[src/pkg/epv_cfg.svh]
// Purpose: constants of the program/verify mode controller
// Assumes: mclk at 250 MHz
// Notes:   times in ns, cycle counts derived from them
`ifndef EPV_CFG_SVH
`define EPV_CFG_SVH
`define EPV_CLK_NS          4
`define EPV_PULSE_LO_NS     100000
`define EPV_PULSE_HI_NS     10000
`define EPV_SETUP_NS        12000
`define EPV_ENTRY_NS        20000
`define EPV_PULSE_LO_CYC    (`EPV_PULSE_LO_NS / `EPV_CLK_NS)
`define EPV_PULSE_HI_CYC    ((`EPV_PULSE_HI_NS + `EPV_CLK_NS - 1) / `EPV_CLK_NS)
`define EPV_SETUP_CYC       ((`EPV_SETUP_NS + `EPV_CLK_NS - 1) / `EPV_CLK_NS)
`define EPV_ENTRY_CYC       ((`EPV_ENTRY_NS + `EPV_CLK_NS - 1) / `EPV_CLK_NS)
`define EPV_PULSE_COUNT     5'h19
`define EPV_OSC_HALF        5'h18
`define EPV_ENC_LAST        13'h001F
`define EPV_REG_CTRL        12'h000
`define EPV_REG_ADDR        12'h004
`define EPV_REG_WDATA       12'h008
`define EPV_REG_STATUS      12'h00C
`define EPV_REG_RDATA       12'h010
`define EPV_CTRL_GO         0
`define EPV_CTRL_OP_LSB     1
`endif

[src/pkg/epv_pkg.sv]
// Purpose: types of the program/verify mode controller
// Assumes: nothing
// Notes:   operations are issued through the control register
package epv_pkg;
    typedef enum logic [2:0] {
        OP_ENTER, OP_EXIT, OP_SIG, OP_VERIFY, OP_PGM_CODE, OP_PGM_ENC, OP_PGM_SEC1, OP_PGM_SEC2
    } epv_op_e;
    typedef enum logic [2:0] {
        PH_IDLE, PH_ENTRY, PH_SETUP, PH_LOW, PH_HIGH, PH_HOLD, PH_READ
    } epv_phase_e;
    typedef struct packed {
        logic        psel;
        logic        penable;
        logic        pwrite;
        logic [11:0] paddr;
        logic [31:0] pwdata;
    } epv_apb_req_s;
    typedef struct packed {
        logic        pready;
        logic [31:0] prdata;
        logic        pslverr;
    } epv_apb_rsp_s;
    typedef struct packed {
        logic        devResetAct;
        logic        programStoreStrobeN;
        logic        latchOrProgramPulse;
        logic        externalAccessHigh;
        logic        progSupplyOn;
        logic        oscOut;
        logic [12:0] addr;
        logic        port2Bit7ModeSel;
        logic        port2Bit6ModeSel;
        logic        port3Bit7ModeSel;
        logic        port3Bit6ModeSel;
        logic [7:0]  port0Out;
        logic        port0OeN;
    } epv_pins_s;
endpackage

[src/hdl/epv_programmer.sv]
// Purpose: external programmer for the pin-driven program/verify mode of an 8-bit controller
// Assumes: software orders each operation over APB and polls the status register
// Notes:   one operation at a time; orders written while busy are ignored
`timescale 1ns/100ps
`include "epv_cfg.svh"

module epv_programmer #(
    parameter int PULSE_LO_CYC = `EPV_PULSE_LO_CYC,
    parameter int PULSE_HI_CYC = `EPV_PULSE_HI_CYC,
    parameter int SETUP_CYC    = `EPV_SETUP_CYC,
    parameter int ENTRY_CYC    = `EPV_ENTRY_CYC
) (
    input  wire logic                 mclk,
    input  wire logic                 rstn,
    input  wire epv_pkg::epv_apb_req_s apbReq,
    output epv_pkg::epv_apb_rsp_s     apbRsp,
    output epv_pkg::epv_pins_s        pins,
    input  wire logic [7:0]           port0In
);
    import epv_pkg::*;

    // --------------------------------------------------------------
    // state
    // --------------------------------------------------------------
    typedef struct packed {
        epv_phase_e  phase;
        epv_op_e     op;
        logic [15:0] cnt;
        logic [4:0]  pulses;
        logic [12:0] addr;
        logic [7:0]  wdata;
        logic [7:0]  rdata;
        logic        done;
        logic        refused;
        logic        inMode;
        logic        encWritten;
        logic        sec1;
        logic        sec2;
        logic [4:0]  oscDiv;
        logic [31:0] prdata;
        logic        pslverr;
        epv_pins_s   pin;
    } epv_state_s;

    epv_state_s state_r;
    epv_state_s state_nxt;
    logic       setupRd;
    logic       accessWr;
    logic       busy;
    epv_op_e    reqOp;

    // --------------------------------------------------------------
    // helpers
    // --------------------------------------------------------------
    // mode pin pattern {p2.7, p2.6, p3.7, p3.6} for an operation
    function automatic logic [3:0] modeBits(input epv_op_e op);
        case (op)
            OP_SIG:      modeBits = 4'h0;
            OP_VERIFY:   modeBits = 4'h3;
            OP_PGM_CODE: modeBits = 4'hB;
            OP_PGM_ENC:  modeBits = 4'hA;
            OP_PGM_SEC1: modeBits = 4'hF;
            OP_PGM_SEC2: modeBits = 4'hC;
            default:     modeBits = 4'h3;
        endcase
    endfunction

    // load value of the down counter from a cycle count
    function automatic logic [15:0] cyc(input int n);
        cyc = 16'(n - 1);
    endfunction

    // --------------------------------------------------------------
    // bus decode
    // --------------------------------------------------------------
    assign setupRd  = apbReq.psel & ~apbReq.penable & ~apbReq.pwrite;
    assign accessWr = apbReq.psel & apbReq.penable & apbReq.pwrite;
    assign busy     = (state_r.phase != PH_IDLE);
    assign reqOp    = epv_op_e'(apbReq.pwdata[`EPV_CTRL_OP_LSB +: 3]);

    // --------------------------------------------------------------
    // next state
    // --------------------------------------------------------------
    always_comb begin
        state_nxt = state_r;
        // free-running 5 MHz device oscillator
        if (state_r.oscDiv == `EPV_OSC_HALF) begin
            state_nxt.oscDiv     = 5'h00;
            state_nxt.pin.oscOut = ~state_r.pin.oscOut;
        end else begin
            state_nxt.oscDiv = state_r.oscDiv + 5'h01;
        end
        if (state_r.cnt != 16'h0000) begin
            state_nxt.cnt = state_r.cnt - 16'h0001;
        end
        // read data is registered in the setup cycle
        state_nxt.pslverr = 1'b0;
        if (setupRd) begin
            case (apbReq.paddr)
                `EPV_REG_CTRL:   state_nxt.prdata = {28'h0000000, state_r.op, 1'b0};
                `EPV_REG_ADDR:   state_nxt.prdata = {19'h00000, state_r.addr};
                `EPV_REG_WDATA:  state_nxt.prdata = {24'h000000, state_r.wdata};
                `EPV_REG_STATUS: state_nxt.prdata = {25'h0000000, state_r.sec2, state_r.sec1,
                                                     state_r.encWritten, state_r.inMode,
                                                     state_r.refused, state_r.done, busy};
                `EPV_REG_RDATA:  state_nxt.prdata = {24'h000000, state_r.rdata};
                default: begin
                    state_nxt.prdata  = 32'h00000000;
                    state_nxt.pslverr = 1'b1;
                end
            endcase
        end else if (apbReq.psel & ~apbReq.penable) begin
            state_nxt.pslverr = !(apbReq.paddr inside {`EPV_REG_CTRL, `EPV_REG_ADDR, `EPV_REG_WDATA});
        end
        // writes take effect at the access edge
        if (accessWr && !busy) begin
            case (apbReq.paddr)
                `EPV_REG_ADDR:  state_nxt.addr  = apbReq.pwdata[12:0];
                `EPV_REG_WDATA: state_nxt.wdata = apbReq.pwdata[7:0];
                `EPV_REG_CTRL: begin
                    if (apbReq.pwdata[`EPV_CTRL_GO]) begin
                        state_nxt.op      = reqOp;
                        state_nxt.done    = 1'b0;
                        state_nxt.refused = 1'b0;
                        state_nxt.pulses  = 5'h00;
                        state_nxt.phase   = PH_SETUP;
                        state_nxt.cnt     = cyc(SETUP_CYC);
                        case (reqOp)
                            OP_ENTER: begin
                                // strobe high with reset held first
                                state_nxt.phase                   = PH_ENTRY;
                                state_nxt.cnt                     = cyc(ENTRY_CYC);
                                state_nxt.pin.devResetAct         = 1'b1;
                                state_nxt.pin.programStoreStrobeN = 1'b1;
                                state_nxt.pin.externalAccessHigh  = 1'b1;
                                state_nxt.pin.latchOrProgramPulse = 1'b1;
                            end
                            OP_EXIT: begin
                                state_nxt.phase                   = PH_IDLE;
                                state_nxt.done                    = 1'b1;
                                state_nxt.inMode                  = 1'b0;
                                state_nxt.pin.devResetAct         = 1'b0;
                                state_nxt.pin.programStoreStrobeN = 1'b1;
                                state_nxt.pin.port0OeN            = 1'b1;
                            end
                            OP_PGM_CODE, OP_PGM_ENC: begin
                                // code and table locked once any security bit is set
                                if (!state_r.inMode || state_r.sec1 || state_r.sec2 ||
                                    (reqOp == OP_PGM_ENC && state_r.addr > `EPV_ENC_LAST)) begin
                                    state_nxt.phase   = PH_IDLE;
                                    state_nxt.done    = 1'b1;
                                    state_nxt.refused = 1'b1;
                                end
                            end
                            OP_VERIFY, OP_SIG: begin
                                if (!state_r.inMode || (reqOp == OP_VERIFY && state_r.sec2)) begin
                                    state_nxt.phase   = PH_IDLE;
                                    state_nxt.done    = 1'b1;
                                    state_nxt.refused = 1'b1;
                                end
                            end
                            default: begin
                                // security bits stay programmable after the other one
                                if (!state_r.inMode) begin
                                    state_nxt.phase   = PH_IDLE;
                                    state_nxt.done    = 1'b1;
                                    state_nxt.refused = 1'b1;
                                end
                            end
                        endcase
                        // drive address and mode pins for the operation; data and supply only when programming
                        if (state_nxt.phase == PH_SETUP) begin
                            state_nxt.pin.addr = state_r.addr;
                            {state_nxt.pin.port2Bit7ModeSel, state_nxt.pin.port2Bit6ModeSel,
                             state_nxt.pin.port3Bit7ModeSel, state_nxt.pin.port3Bit6ModeSel} = modeBits(reqOp);
                            if (reqOp == OP_VERIFY || reqOp == OP_SIG) begin
                                state_nxt.pin.port0OeN = 1'b1;
                            end else begin
                                state_nxt.pin.port0Out     = state_r.wdata;
                                state_nxt.pin.port0OeN     = 1'b0;
                                state_nxt.pin.progSupplyOn = 1'b1;
                            end
                        end
                    end
                end
                default: begin
                end
            endcase
        end
        // operation sequencer
        case (state_r.phase)
            PH_ENTRY: begin
                if (state_r.cnt == 16'h0000) begin
                    state_nxt.pin.programStoreStrobeN = 1'b0;
                    state_nxt.inMode                  = 1'b1;
                    state_nxt.done                    = 1'b1;
                    state_nxt.phase                   = PH_IDLE;
                end
            end
            PH_SETUP: begin
                // reads skip the pulse train and sample port 0 next
                if (state_r.cnt == 16'h0000) begin
                    if (state_r.op == OP_VERIFY || state_r.op == OP_SIG) begin
                        state_nxt.phase = PH_READ;
                    end else begin
                        state_nxt.phase                   = PH_LOW;
                        state_nxt.cnt                     = cyc(PULSE_LO_CYC);
                        state_nxt.pin.latchOrProgramPulse = 1'b0;
                    end
                end
            end
            PH_LOW: begin
                // end of a low pulse: raise the pin and count the pulse
                if (state_r.cnt == 16'h0000) begin
                    state_nxt.phase                   = PH_HIGH;
                    state_nxt.cnt                     = cyc(PULSE_HI_CYC);
                    state_nxt.pin.latchOrProgramPulse = 1'b1;
                    state_nxt.pulses                  = state_r.pulses + 5'h01;
                end
            end
            PH_HIGH: begin
                if (state_r.cnt == 16'h0000) begin
                    if (state_r.pulses == `EPV_PULSE_COUNT) begin
                        state_nxt.phase = PH_HOLD;
                        state_nxt.cnt   = cyc(SETUP_CYC);
                    end else begin
                        state_nxt.phase                   = PH_LOW;
                        state_nxt.cnt                     = cyc(PULSE_LO_CYC);
                        state_nxt.pin.latchOrProgramPulse = 1'b0;
                    end
                end
            end
            PH_HOLD: begin
                // supply off first, address and data held for the hold time
                state_nxt.pin.progSupplyOn = 1'b0;
                if (state_r.cnt == 16'h0000) begin
                    state_nxt.phase        = PH_IDLE;
                    state_nxt.done         = 1'b1;
                    state_nxt.pin.port0OeN = 1'b1;
                    if (state_r.op == OP_PGM_SEC1) begin
                        state_nxt.sec1 = 1'b1;
                    end
                    if (state_r.op == OP_PGM_SEC2) begin
                        state_nxt.sec2 = 1'b1;
                    end
                    if (state_r.op == OP_PGM_ENC) begin
                        state_nxt.encWritten = 1'b1;
                    end
                end
            end
            PH_READ: begin
                // port 0 as seen through the pull-ups; encrypted after the table
                state_nxt.rdata = port0In;
                state_nxt.done  = 1'b1;
                state_nxt.phase = PH_IDLE;
            end
            default: begin
            end
        endcase
    end

    // --------------------------------------------------------------
    // registers
    // --------------------------------------------------------------
    always_ff @(posedge mclk) begin
        if (!rstn) begin
            state_r                         <= '0;
            state_r.phase                   <= PH_IDLE;
            state_r.op                      <= OP_ENTER;
            state_r.pin.programStoreStrobeN <= 1'b1;
            state_r.pin.latchOrProgramPulse <= 1'b1;
            state_r.pin.port0OeN            <= 1'b1;
        end else begin
            state_r <= state_nxt;
        end
    end

    // --------------------------------------------------------------
    // outputs
    // --------------------------------------------------------------
    assign pins           = state_r.pin;
    assign apbRsp.pready  = 1'b1;
    assign apbRsp.prdata  = state_r.prdata;
    assign apbRsp.pslverr = state_r.pslverr & apbReq.psel & apbReq.penable;
endmodule

[config.mk]
export PLATFORM = sky130hd
export DESIGN_NAME = epv_programmer
export DESIGN_NICKNAME = d
export VERILOG_FILES = /design/src/pkg/epv_pkg.sv /design/src/hdl/epv_programmer.sv
export VERILOG_INCLUDE_DIRS = /design/src /design/src/pkg
export SDC_FILE = /design/constraint.sdc
export NUM_CORES = 1
export LEC_CHECK = 0
export BUFFER_PORTS_ARGS = -buffer_cell sky130_fd_sc_hd__buf_2
export CAP_MARGIN = 10
export CORE_MARGIN = 3
export CORE_UTILIZATION = 48
export CTS_CLUSTER_DIAMETER = 50
export CTS_CLUSTER_SIZE = 16
export DETAILED_ROUTE_END_ITERATION = 10
export PLACE_DENSITY_LB_ADDON = 0.15
export SETUP_SLACK_MARGIN = 0.02
export SYNTH_ARGS = -nofsm -noshare
export SYNTH_HDL_FRONTEND = slang
export SYNTH_SLANG_ARGS = --single-unit
[constraint.sdc]
create_clock -name mclk -period 5.73 [get_ports mclk]
set_clock_uncertainty 0.2 [all_clocks]
set_input_delay 0.8595 -clock mclk [delete_from_list [all_inputs] [get_ports mclk]]
set_output_delay 0.8595 -clock mclk [all_outputs]
set_load 0.005 [all_outputs]
==> summary.md, run 1 <==
| Metric | Value |
|---|---|
| Post-synth EDFFs | `0` |
| Initial antenna violation count | `0` |
| Synth area leaders | `dfxtp_1 (40%), buf_4 (8.7%), a21oi_1 (5.1%)` |
| TritonCTS clock tree | `built` |
| DIE WIDTH | `115.0 um` |
| Slew Limit Fails | `0` |
| Max IR drop VDD | `~0.00023 V` |
| Least-Margin Pin Slew | `1.214 ns` |
| Synth Register Bits | `approximately 110` |
| Final setup violation count | `0` |
| First-pass GRT wire length | `22,880 um` |
| Initial Util | `49.50%` |
| Cells after Synth | `between 600 and 700` |
| Buf/Inv on CP | `2` |
| WL met2 | `~6100 um` |
| Worst-path clk slew | `~0.050 ns` |
| Ys async rst share | `0%` |
| Hold Crit Start | `apbRsp[1]` |
| Crit path capture type | `register` |
| Mapped Area | `0.005700 mm2` |
| Iteration-0 DRC Markers | `between 400 and 500` |
| Max FO, Critical Path | `11` |
| Placer Congestion | `roughly 0.84` |
| Largest net degree at the start of global routing | `63` |
| Post-CTS sizing | `0` |
| H-Tree Depth | `4` |
| DP Wirelength | `10,140 um` |
| Final hold violation count | `0` |
| DRC Markers | `0` |
| Dpl cells | `~830` |
| Largest area contributor in the netlist | `dfxtp_1` |
| Layout area overhead | `11.11%` |
| TritonCTS Buffers | `17` |
| Core area | `0.01152 mm2` |
| Arrival @ worst endpoint | `3.66 ns` |
| IO Count | `~120` |
| DR WL/cell | `around 17 um` |
| Vias in the first global route | `between 4,000 and 5,000` |
| Clock share of power | `43.3%` |
| Max-Cap Viols | `0` |
| Combinational power share | `approximately a fifth` |
| WL met3 | `about 1100 um` |
| Worst stage delay on the critical path | `around 0.66 ns` |
| Final Cell Area | `between 0.006 and 0.007 mm2` |
| Yosys cell types | `58` |
| Sw Share | `between 20% and 30%` |
| Post-CTS setup repair buffer count | `0` |
| Reg2reg setup slack | `around 2.5 ns` |
| CTS Root Cell | `clkbuf_16` |
| Status | `finished clean` |
| Cell Chain, Critical Path | `buf_2 > or4_1 > or4_4 > a211oi_4 > buf_4 > mux2_2 > nor2_1` |
| R2R Path Start | `state_r[129]` |
| Critical Path Slowest Stage Cell | `or4_1` |
| Max Buffers Root-to-Sink | `2` |
| Pleak | `between 0.002 and 0.0025 uW` |
| Leading register cell type out of synthesis | `dfxtp_1` |
| # rows | `39` |
| Post-Route WL | `approximately 14,000 um` |
| Setup TNS | `0 ns` |
| Pwr dens | `377.4 mW/mm2` |
| Power, Total | `approximately 2400 uW` |
| Hold_buf cts | `0` |
| Sequential share of the synthesized area | `39.68%` |
| Int Pwr | `about 1700 uW` |
| Final ANT Viol Nets | `0` |
| Tcrit/Tclk final | `between 60% and 70%` |
| Crit path launch type | `primary input` |
| Syn Area/Cell | `8.250 um2` |
| Ratio of cells with drive above 1 in the final layout | `17.98%` |
| Final min period | `approximately 3.5 ns` |
| Top Metal Used | `met4` |
| Placed Instance Area | `~0.0057 mm2` |
| Clock latency on the worst-skew pair | `0.41 ns` |
| Yosys warning count | `0` |
| Top cell type's share of synthesized area | `39.68%` |
| Most common library cells after synthesis | `dfxtp_1 (113), buf_4 (66), nor2_1 (66), nand2_1 (62), a21oi_1 (58)` |
| Num Clock Sinks | `approximately 110` |
| Hold Crit Class | `reg2reg` |
| Iteration count of the initial detailed-routing pass | `6` |
| RSZ-0062 raised after global routing | `no` |
| Vias | `about 5,000` |
| Worst Setup Slack, final | `about 2.2 ns` |
| Drt via density | `~5.7` |
| Critical Path RT | `around 5.9 ns` |
| Die area | `0.01322 mm2` |
| Tot GR Track Use | `approximately 22%` |
| # nets final | `~770` |
| Non-filler cells, final | `approximately 870` |
| Most frequent cell after synthesis | `dfxtp_1` |
| CP Class | `in2reg` |
| Global route overflow | `0` |
| Crit path launch | `apbReq[41]` |
| Chip height | `115.0 um` |
| Worst rel slew slack | `18.29%` |
| Port-buffer cells | `between 80 and 90` |
| Switching power total | `~680 uW` |
| Seq pwr share | `37.3%` |
| Wl on met1 | `between 6000 and 7000 um` |
| Max Freq | `about 280 MHz` |
| Place WS | `~1.8 ns` |
| ANT cells | `0` |
| Family with the most delay on the worst path | `simple AND/OR/NAND/NOR gates` |
==> worst paths after layout <==
check | endpoint | depth (start not counted)
max | pins[9] | 7
min | apbRsp[1] | 2
max reg2reg | pins[9] | 6
min reg2reg | apbRsp[1] | 2
==> sequential cells by signal, indices dropped and copies added, names as in the netlist <==
register and count:
pins 32, apbRsp 13, state_r 68
==> area by class of cell <==
| class | instances | area [um2] |
|---|---|---|
| Sequential cell | 113 | 2262 |
| Timing Repair Buffer | 86 | 437.9 |
| Fill cell | 1074 | 5182 |
| Clock buffer | 22 | 484.2 |
| Multi-Input combinational cell | 478 | 2810 |
| Tap cell | 143 | 178.9 |
| Inverter | 14 | 52.55 |
| Clock inverter | 10 | 107.6 |
==> metrics by stage <==
| step | utilization [%] | hold slack [ns] |
|---|---|---|
| 3_3_place_gp | 49.86 | 0.2451 |
| 5_1_grt | 55.00 | 0.2803 |
| 4_1_cts | 55.00 | 0.2640 |
| 2_1_floorplan | - | 0.2255 |
| 3_5_place_dp | 49.86 | 0.2491 |
| 6_report | 55.00 | 0.2597 |
==> cells by family (layout without fill, tap and decap cells) <==
family	after synthesis	after routing	share of synthesized area (%)
DFF	113	113	39.68
AOI/OAI and AO/OA	153	153	16.75
other	2	20	0.1317
xor gates and xnor gates	14	14	2.151
and+or+nand+nor	257	257	22.59
buffers and inverters	118	132	12.45
adders and majority gates	6	6	1.317
muxes	28	28	4.939
==> worst register-to-register path: stages (launching register included) <==
cell,delay (ns)
dfxtp_1,0.44
or3_1,0.51
or4_1,0.58
a211oi_4,0.60
buf_4,0.34
mux2_2,0.36
nor2_1,0.08
==> power by group through the flow <==
stage	logic (uW)	registers, uW	clock network (uW)
2_1_floorplan	374	893	0
3_3_place_gp	445	903	0
3_5_place_dp	453	905	0
4_1_cts	457	890	1050
5_1_grt	523	899	1090
6_report	463	892	1040
==> cells in the final DEF (no fill, tap or decap), types with 4 or more instances in the layout <==
cell | Yosys | final
nor4_1 | 13 | 12
a31oi_1 | 10 | 10
or3b_2 | 4 | 4
and3_1 | 8 | 8
o31ai_1 | 5 | 5
mux2i_1 | 27 | 27
nand3_1 | 27 | 27
o31a_1 | 4 | 4
clkbuf_16 | 0 | 17
nand2b_1 | 5 | 5
or3_1 | 7 | 7
conb_1 | 2 | 20
clkbuf_8 | 0 | 4
a22oi_1 | 15 | 15
xnor2_1 | 10 | 10
a21o_1 | 7 | 7
dfxtp_1 | 113 | 113
buf_2 | 3 | 83
nor3_1 | 19 | 19
inv_1 | 14 | 13
a21oi_1 | 58 | 58
xor2_1 | 4 | 4
clkinv_2 | 0 | 5
or4_1 | 6 | 6
nor2_1 | 66 | 66
ha_1 | 6 | 6
o21ai_0 | 25 | 25
o211ai_1 | 8 | 8
nand2_1 | 62 | 62
or2_2 | 4 | 4
nor2b_1 | 5 | 5
nand4_1 | 11 | 11
==> per-layer routing <==
metal | global-route usage, % | vias up
met5 | 0 | -
met4 | 8.059 | 0
met3 | 7.474 | 16
met2 | 31.64 | 203
met1 | 30.88 | 2300
li1 | - | 2405
No activity file was read; power rests on OpenSTA's default activity.
==> run 2: changes to the inputs <==
==> constraint.sdc (replaced) <==
create_clock -name mclk -period 3.6 [get_ports mclk]
set_clock_uncertainty 0.2 [all_clocks]
set_input_delay 0.54 -clock mclk [delete_from_list [all_inputs] [get_ports mclk]]
set_output_delay 0.54 -clock mclk [all_outputs]
set_load 0.005 [all_outputs]
==> run 2 against run 1 <==
Against the previous run: combinational power rose by 63%; sequential power rose by 59%; via count rose by 0.71%; flip-flop and latch count did not move; routed wire length rose by 1.6%; cell count rose by 1.4%; critical path depth fell by 1; critical path type is now reg2reg; register-to-register slack got worse by 1.7 ns.
==> summary.md, run 2 (synthesized netlist as in run 1, its figures left out) <==
| Metric | Value |
|---|---|
| Status | `finished clean (unchanged)` |
| Num Clock Sinks | `113 (unchanged)` |
| Routing usage on met1 | `30.99% (was 30.88%)` |
| Chip height | `115.0 um (unchanged)` |
| Port-buffer cells | `83 (unchanged)` |
| DP Wirelength | `10,440 um (was 10,140 um)` |
| Iteration-0 DRC Markers | `508 (was 466)` |
| Post-CTS setup repair buffer count | `0 (unchanged)` |
| First-pass GRT wire length | `23,370 um (was 22,880 um)` |
| Post-Route WL | `14,590 um (was 14,370 um)` |
| Least-Margin Pin Slew | `0.9837 ns (was 1.214 ns)` |
| Vias | `4,959 (was 4,924)` |
| Max-Cap Viols | `0 (unchanged)` |
| Final ANT Viol Nets | `0 (unchanged)` |
| DIE WIDTH | `115.0 um (unchanged)` |
| Critical Path RT | `3.66 ns (was 5.88 ns)` |
| Max Buffers Root-to-Sink | `2 (unchanged)` |
| Drt via density | `5.648 (was 5.686)` |
| Core area | `0.01152 mm2 (unchanged)` |
| GRT Max-Usage Layer | `met2 (unchanged)` |
| Final core utilization | `55.91% (was 55.00%)` |
| # rows | `39 (unchanged)` |
| Pleak | `0.002558 uW (was 0.002496 uW)` |
| Worst-path clk slew | `0.05 ns (about the same)` |
| Hold Crit Class | `in2reg (was reg2reg)` |
| GR Util met2 | `32.75% (was 31.64%)` |
| Largest register FFs | `68 (unchanged)` |
| Final min period | `2.777 ns` |
| Post-CTS sizing | `0 (unchanged)` |
| FF-to-FF End | `pins[31] (was pins[9])` |
| DR WL/cell | `16.62 um (was 16.59 um)` |
| Reg2reg setup slack | `0.82 ns (was 2.54 ns)` |
| Placer Congestion | `0.8778 (was 0.8426)` |
| ANT cells | `0 (unchanged)` |
| GR Util met3 | `6.632% (was 7.474%)` |
| Initial antenna violation count | `0 (unchanged)` |
| Slew Limit Fails | `0 (unchanged)` |
| Iteration count of the initial detailed-routing pass | `5 (was 6)` |
| Reg with most FFs | `state_r (unchanged)` |
| Commonest non-fill, non-tap cell in the layout | `dfxtp_1 (unchanged)` |
| Final hold violation count | `0 (unchanged)` |
| Final setup violation count | `0 (unchanged)` |
| Crit path launch type | `register (was primary input)` |
| H-Tree Depth | `4 (unchanged)` |
| Crit path capture type | `register (unchanged)` |
| Die area | `0.01322 mm2 (unchanged)` |
| Max IR drop VDD | `0.0003336 V (was 0.0002292 V)` |
| Global route overflow | `0 (unchanged)` |
| Vias in the first global route | `4,716 (was 4,539)` |
| Tot GR Track Use | `22.45% (was 22.09%)` |
| Worst rel slew slack | `33.50% (was 18.29%)` |
| CP Class | `reg2reg (was in2reg)` |
| Clock latency on the worst-skew pair | `0.41 ns (about the same)` |
| Hold_ws | `0.1622 ns (was 0.2597 ns)` |
| TritonCTS clock tree | `built (unchanged)` |
| Setup TNS | `0 ns (unchanged)` |
| Tcrit/Tclk final | `about 77%` |
| Arrival @ worst endpoint | `2.83 ns (was 3.66 ns)` |
| Ratio of cells with drive above 1 in the final layout | `19.18% (was 17.98%)` |
| Crit path capture | `pins[31] (was pins[9])` |
| Commonest cells after routing, fill and taps aside | `dfxtp_1 (113), buf_2 (83), nor2_1 (66) (unchanged)` |
| IO Count | `123 (unchanged)` |
| Largest net degree at the start of global routing | `47 (was 63)` |
| Max FO, Critical Path | `15 (was 11)` |
| Layout area overhead | `12.95% (was 11.11%)` |
| Hold_buf cts | `0 (unchanged)` |
| FILL cells | `1,059 (was 1,074)` |
| Initial Util | `49.50% (unchanged)` |
| R2R Path Start | `state_r[129] (unchanged)` |
| CTS Root Cell | `clkbuf_16 (unchanged)` |
| RSZ-0062 raised after global routing | `no (unchanged)` |
| # nets final | `785 (was 773)` |
| DRC Markers | `0 (unchanged)` |
| Reg2reg path depth | `6 (unchanged)` |
| TritonCTS Buffers | `17 (unchanged)` |
| Crit path launch | `state_r[129] (was apbReq[41])` |
| Pwr dens | `602.3 mW/mm2 (was 377.4 mW/mm2)` |
| Max Freq | `around 360 MHz` |
-- run 2: cell types whose count changed in the layout (fill, tap and decap cells not counted), sizes merged --
cell    change
bufinv      +1
clkinv      -1
buf        +12
-- run 2: metrics by stage --
stage                     setup WS, ns  std cells  cell area [um2]  total power, uW
after CTS                       0.8543        878             6439             3891
after detailed placement        0.4593        846             5832             2179
after floorplan                 0.6639        709             5768             2018
after global routing            0.6939        878             6439             4065
after global placement          0.4870        846             5832             2158
final                           0.8227        878             6439             3878
-- run 2: area by class of cell --
| type | count | area, um2 | area share [%] |
|---|---|---|---|
| Timing Repair Buffer | 98 | 528.0 | 8.201 |
| Clock inverter | 10 | 132.6 | 2.060 |
| Tap cell | 143 | 178.9 | 2.779 |
| Inverter | 14 | 52.55 | 0.8162 |
| Multi-Input combinational cell | 478 | 2810 | 43.65 |
| Clock buffer | 22 | 474.2 | 7.365 |
| Sequential cell | 113 | 2262 | 35.13 |
-- run 2: worst min-delay path by stage --
stage | startpoint | end | slack, ns | cells past startpoint
2_1_floorplan | state_r[72] | state_r[72] | 0.23 | 2
3_3_place_gp | state_r[65] | state_r[65] | 0.25 | 1
3_5_place_dp | apbRsp[7] | apbRsp[7] | 0.24 | 2
4_1_cts | port0In[5] | state_r[81] | 0.15 | 3
5_1_grt | port0In[5] | state_r[81] | 0.16 | 3
6_report | port0In[5] | state_r[81] | 0.16 | 3
-- run 2: power breakdown --
group	internal [uW]	switching (uW)	leakage [uW]
registers	1340	84.9	0.000914
clock network	1140	565	0.000292
logic	308	448	0.00135
-- run 2: metal layers --
layer	vias to the layer above	share of wire, %	wire, um
met2	180	44	6400
met4	0	1.3	184
met5	-	0	0
met3	18	6.4	941
met1	2330	48	7066
li1	2431	-	-
-- run 2: critical path, stage by stage (launching register included) --
cell,delay (ns)
dfxtp_1,0.45
or3_1,0.51
or4_1,0.60
or2_1,0.38
buf_4,0.22
o21ai_0,0.18
a21oi_1,0.09
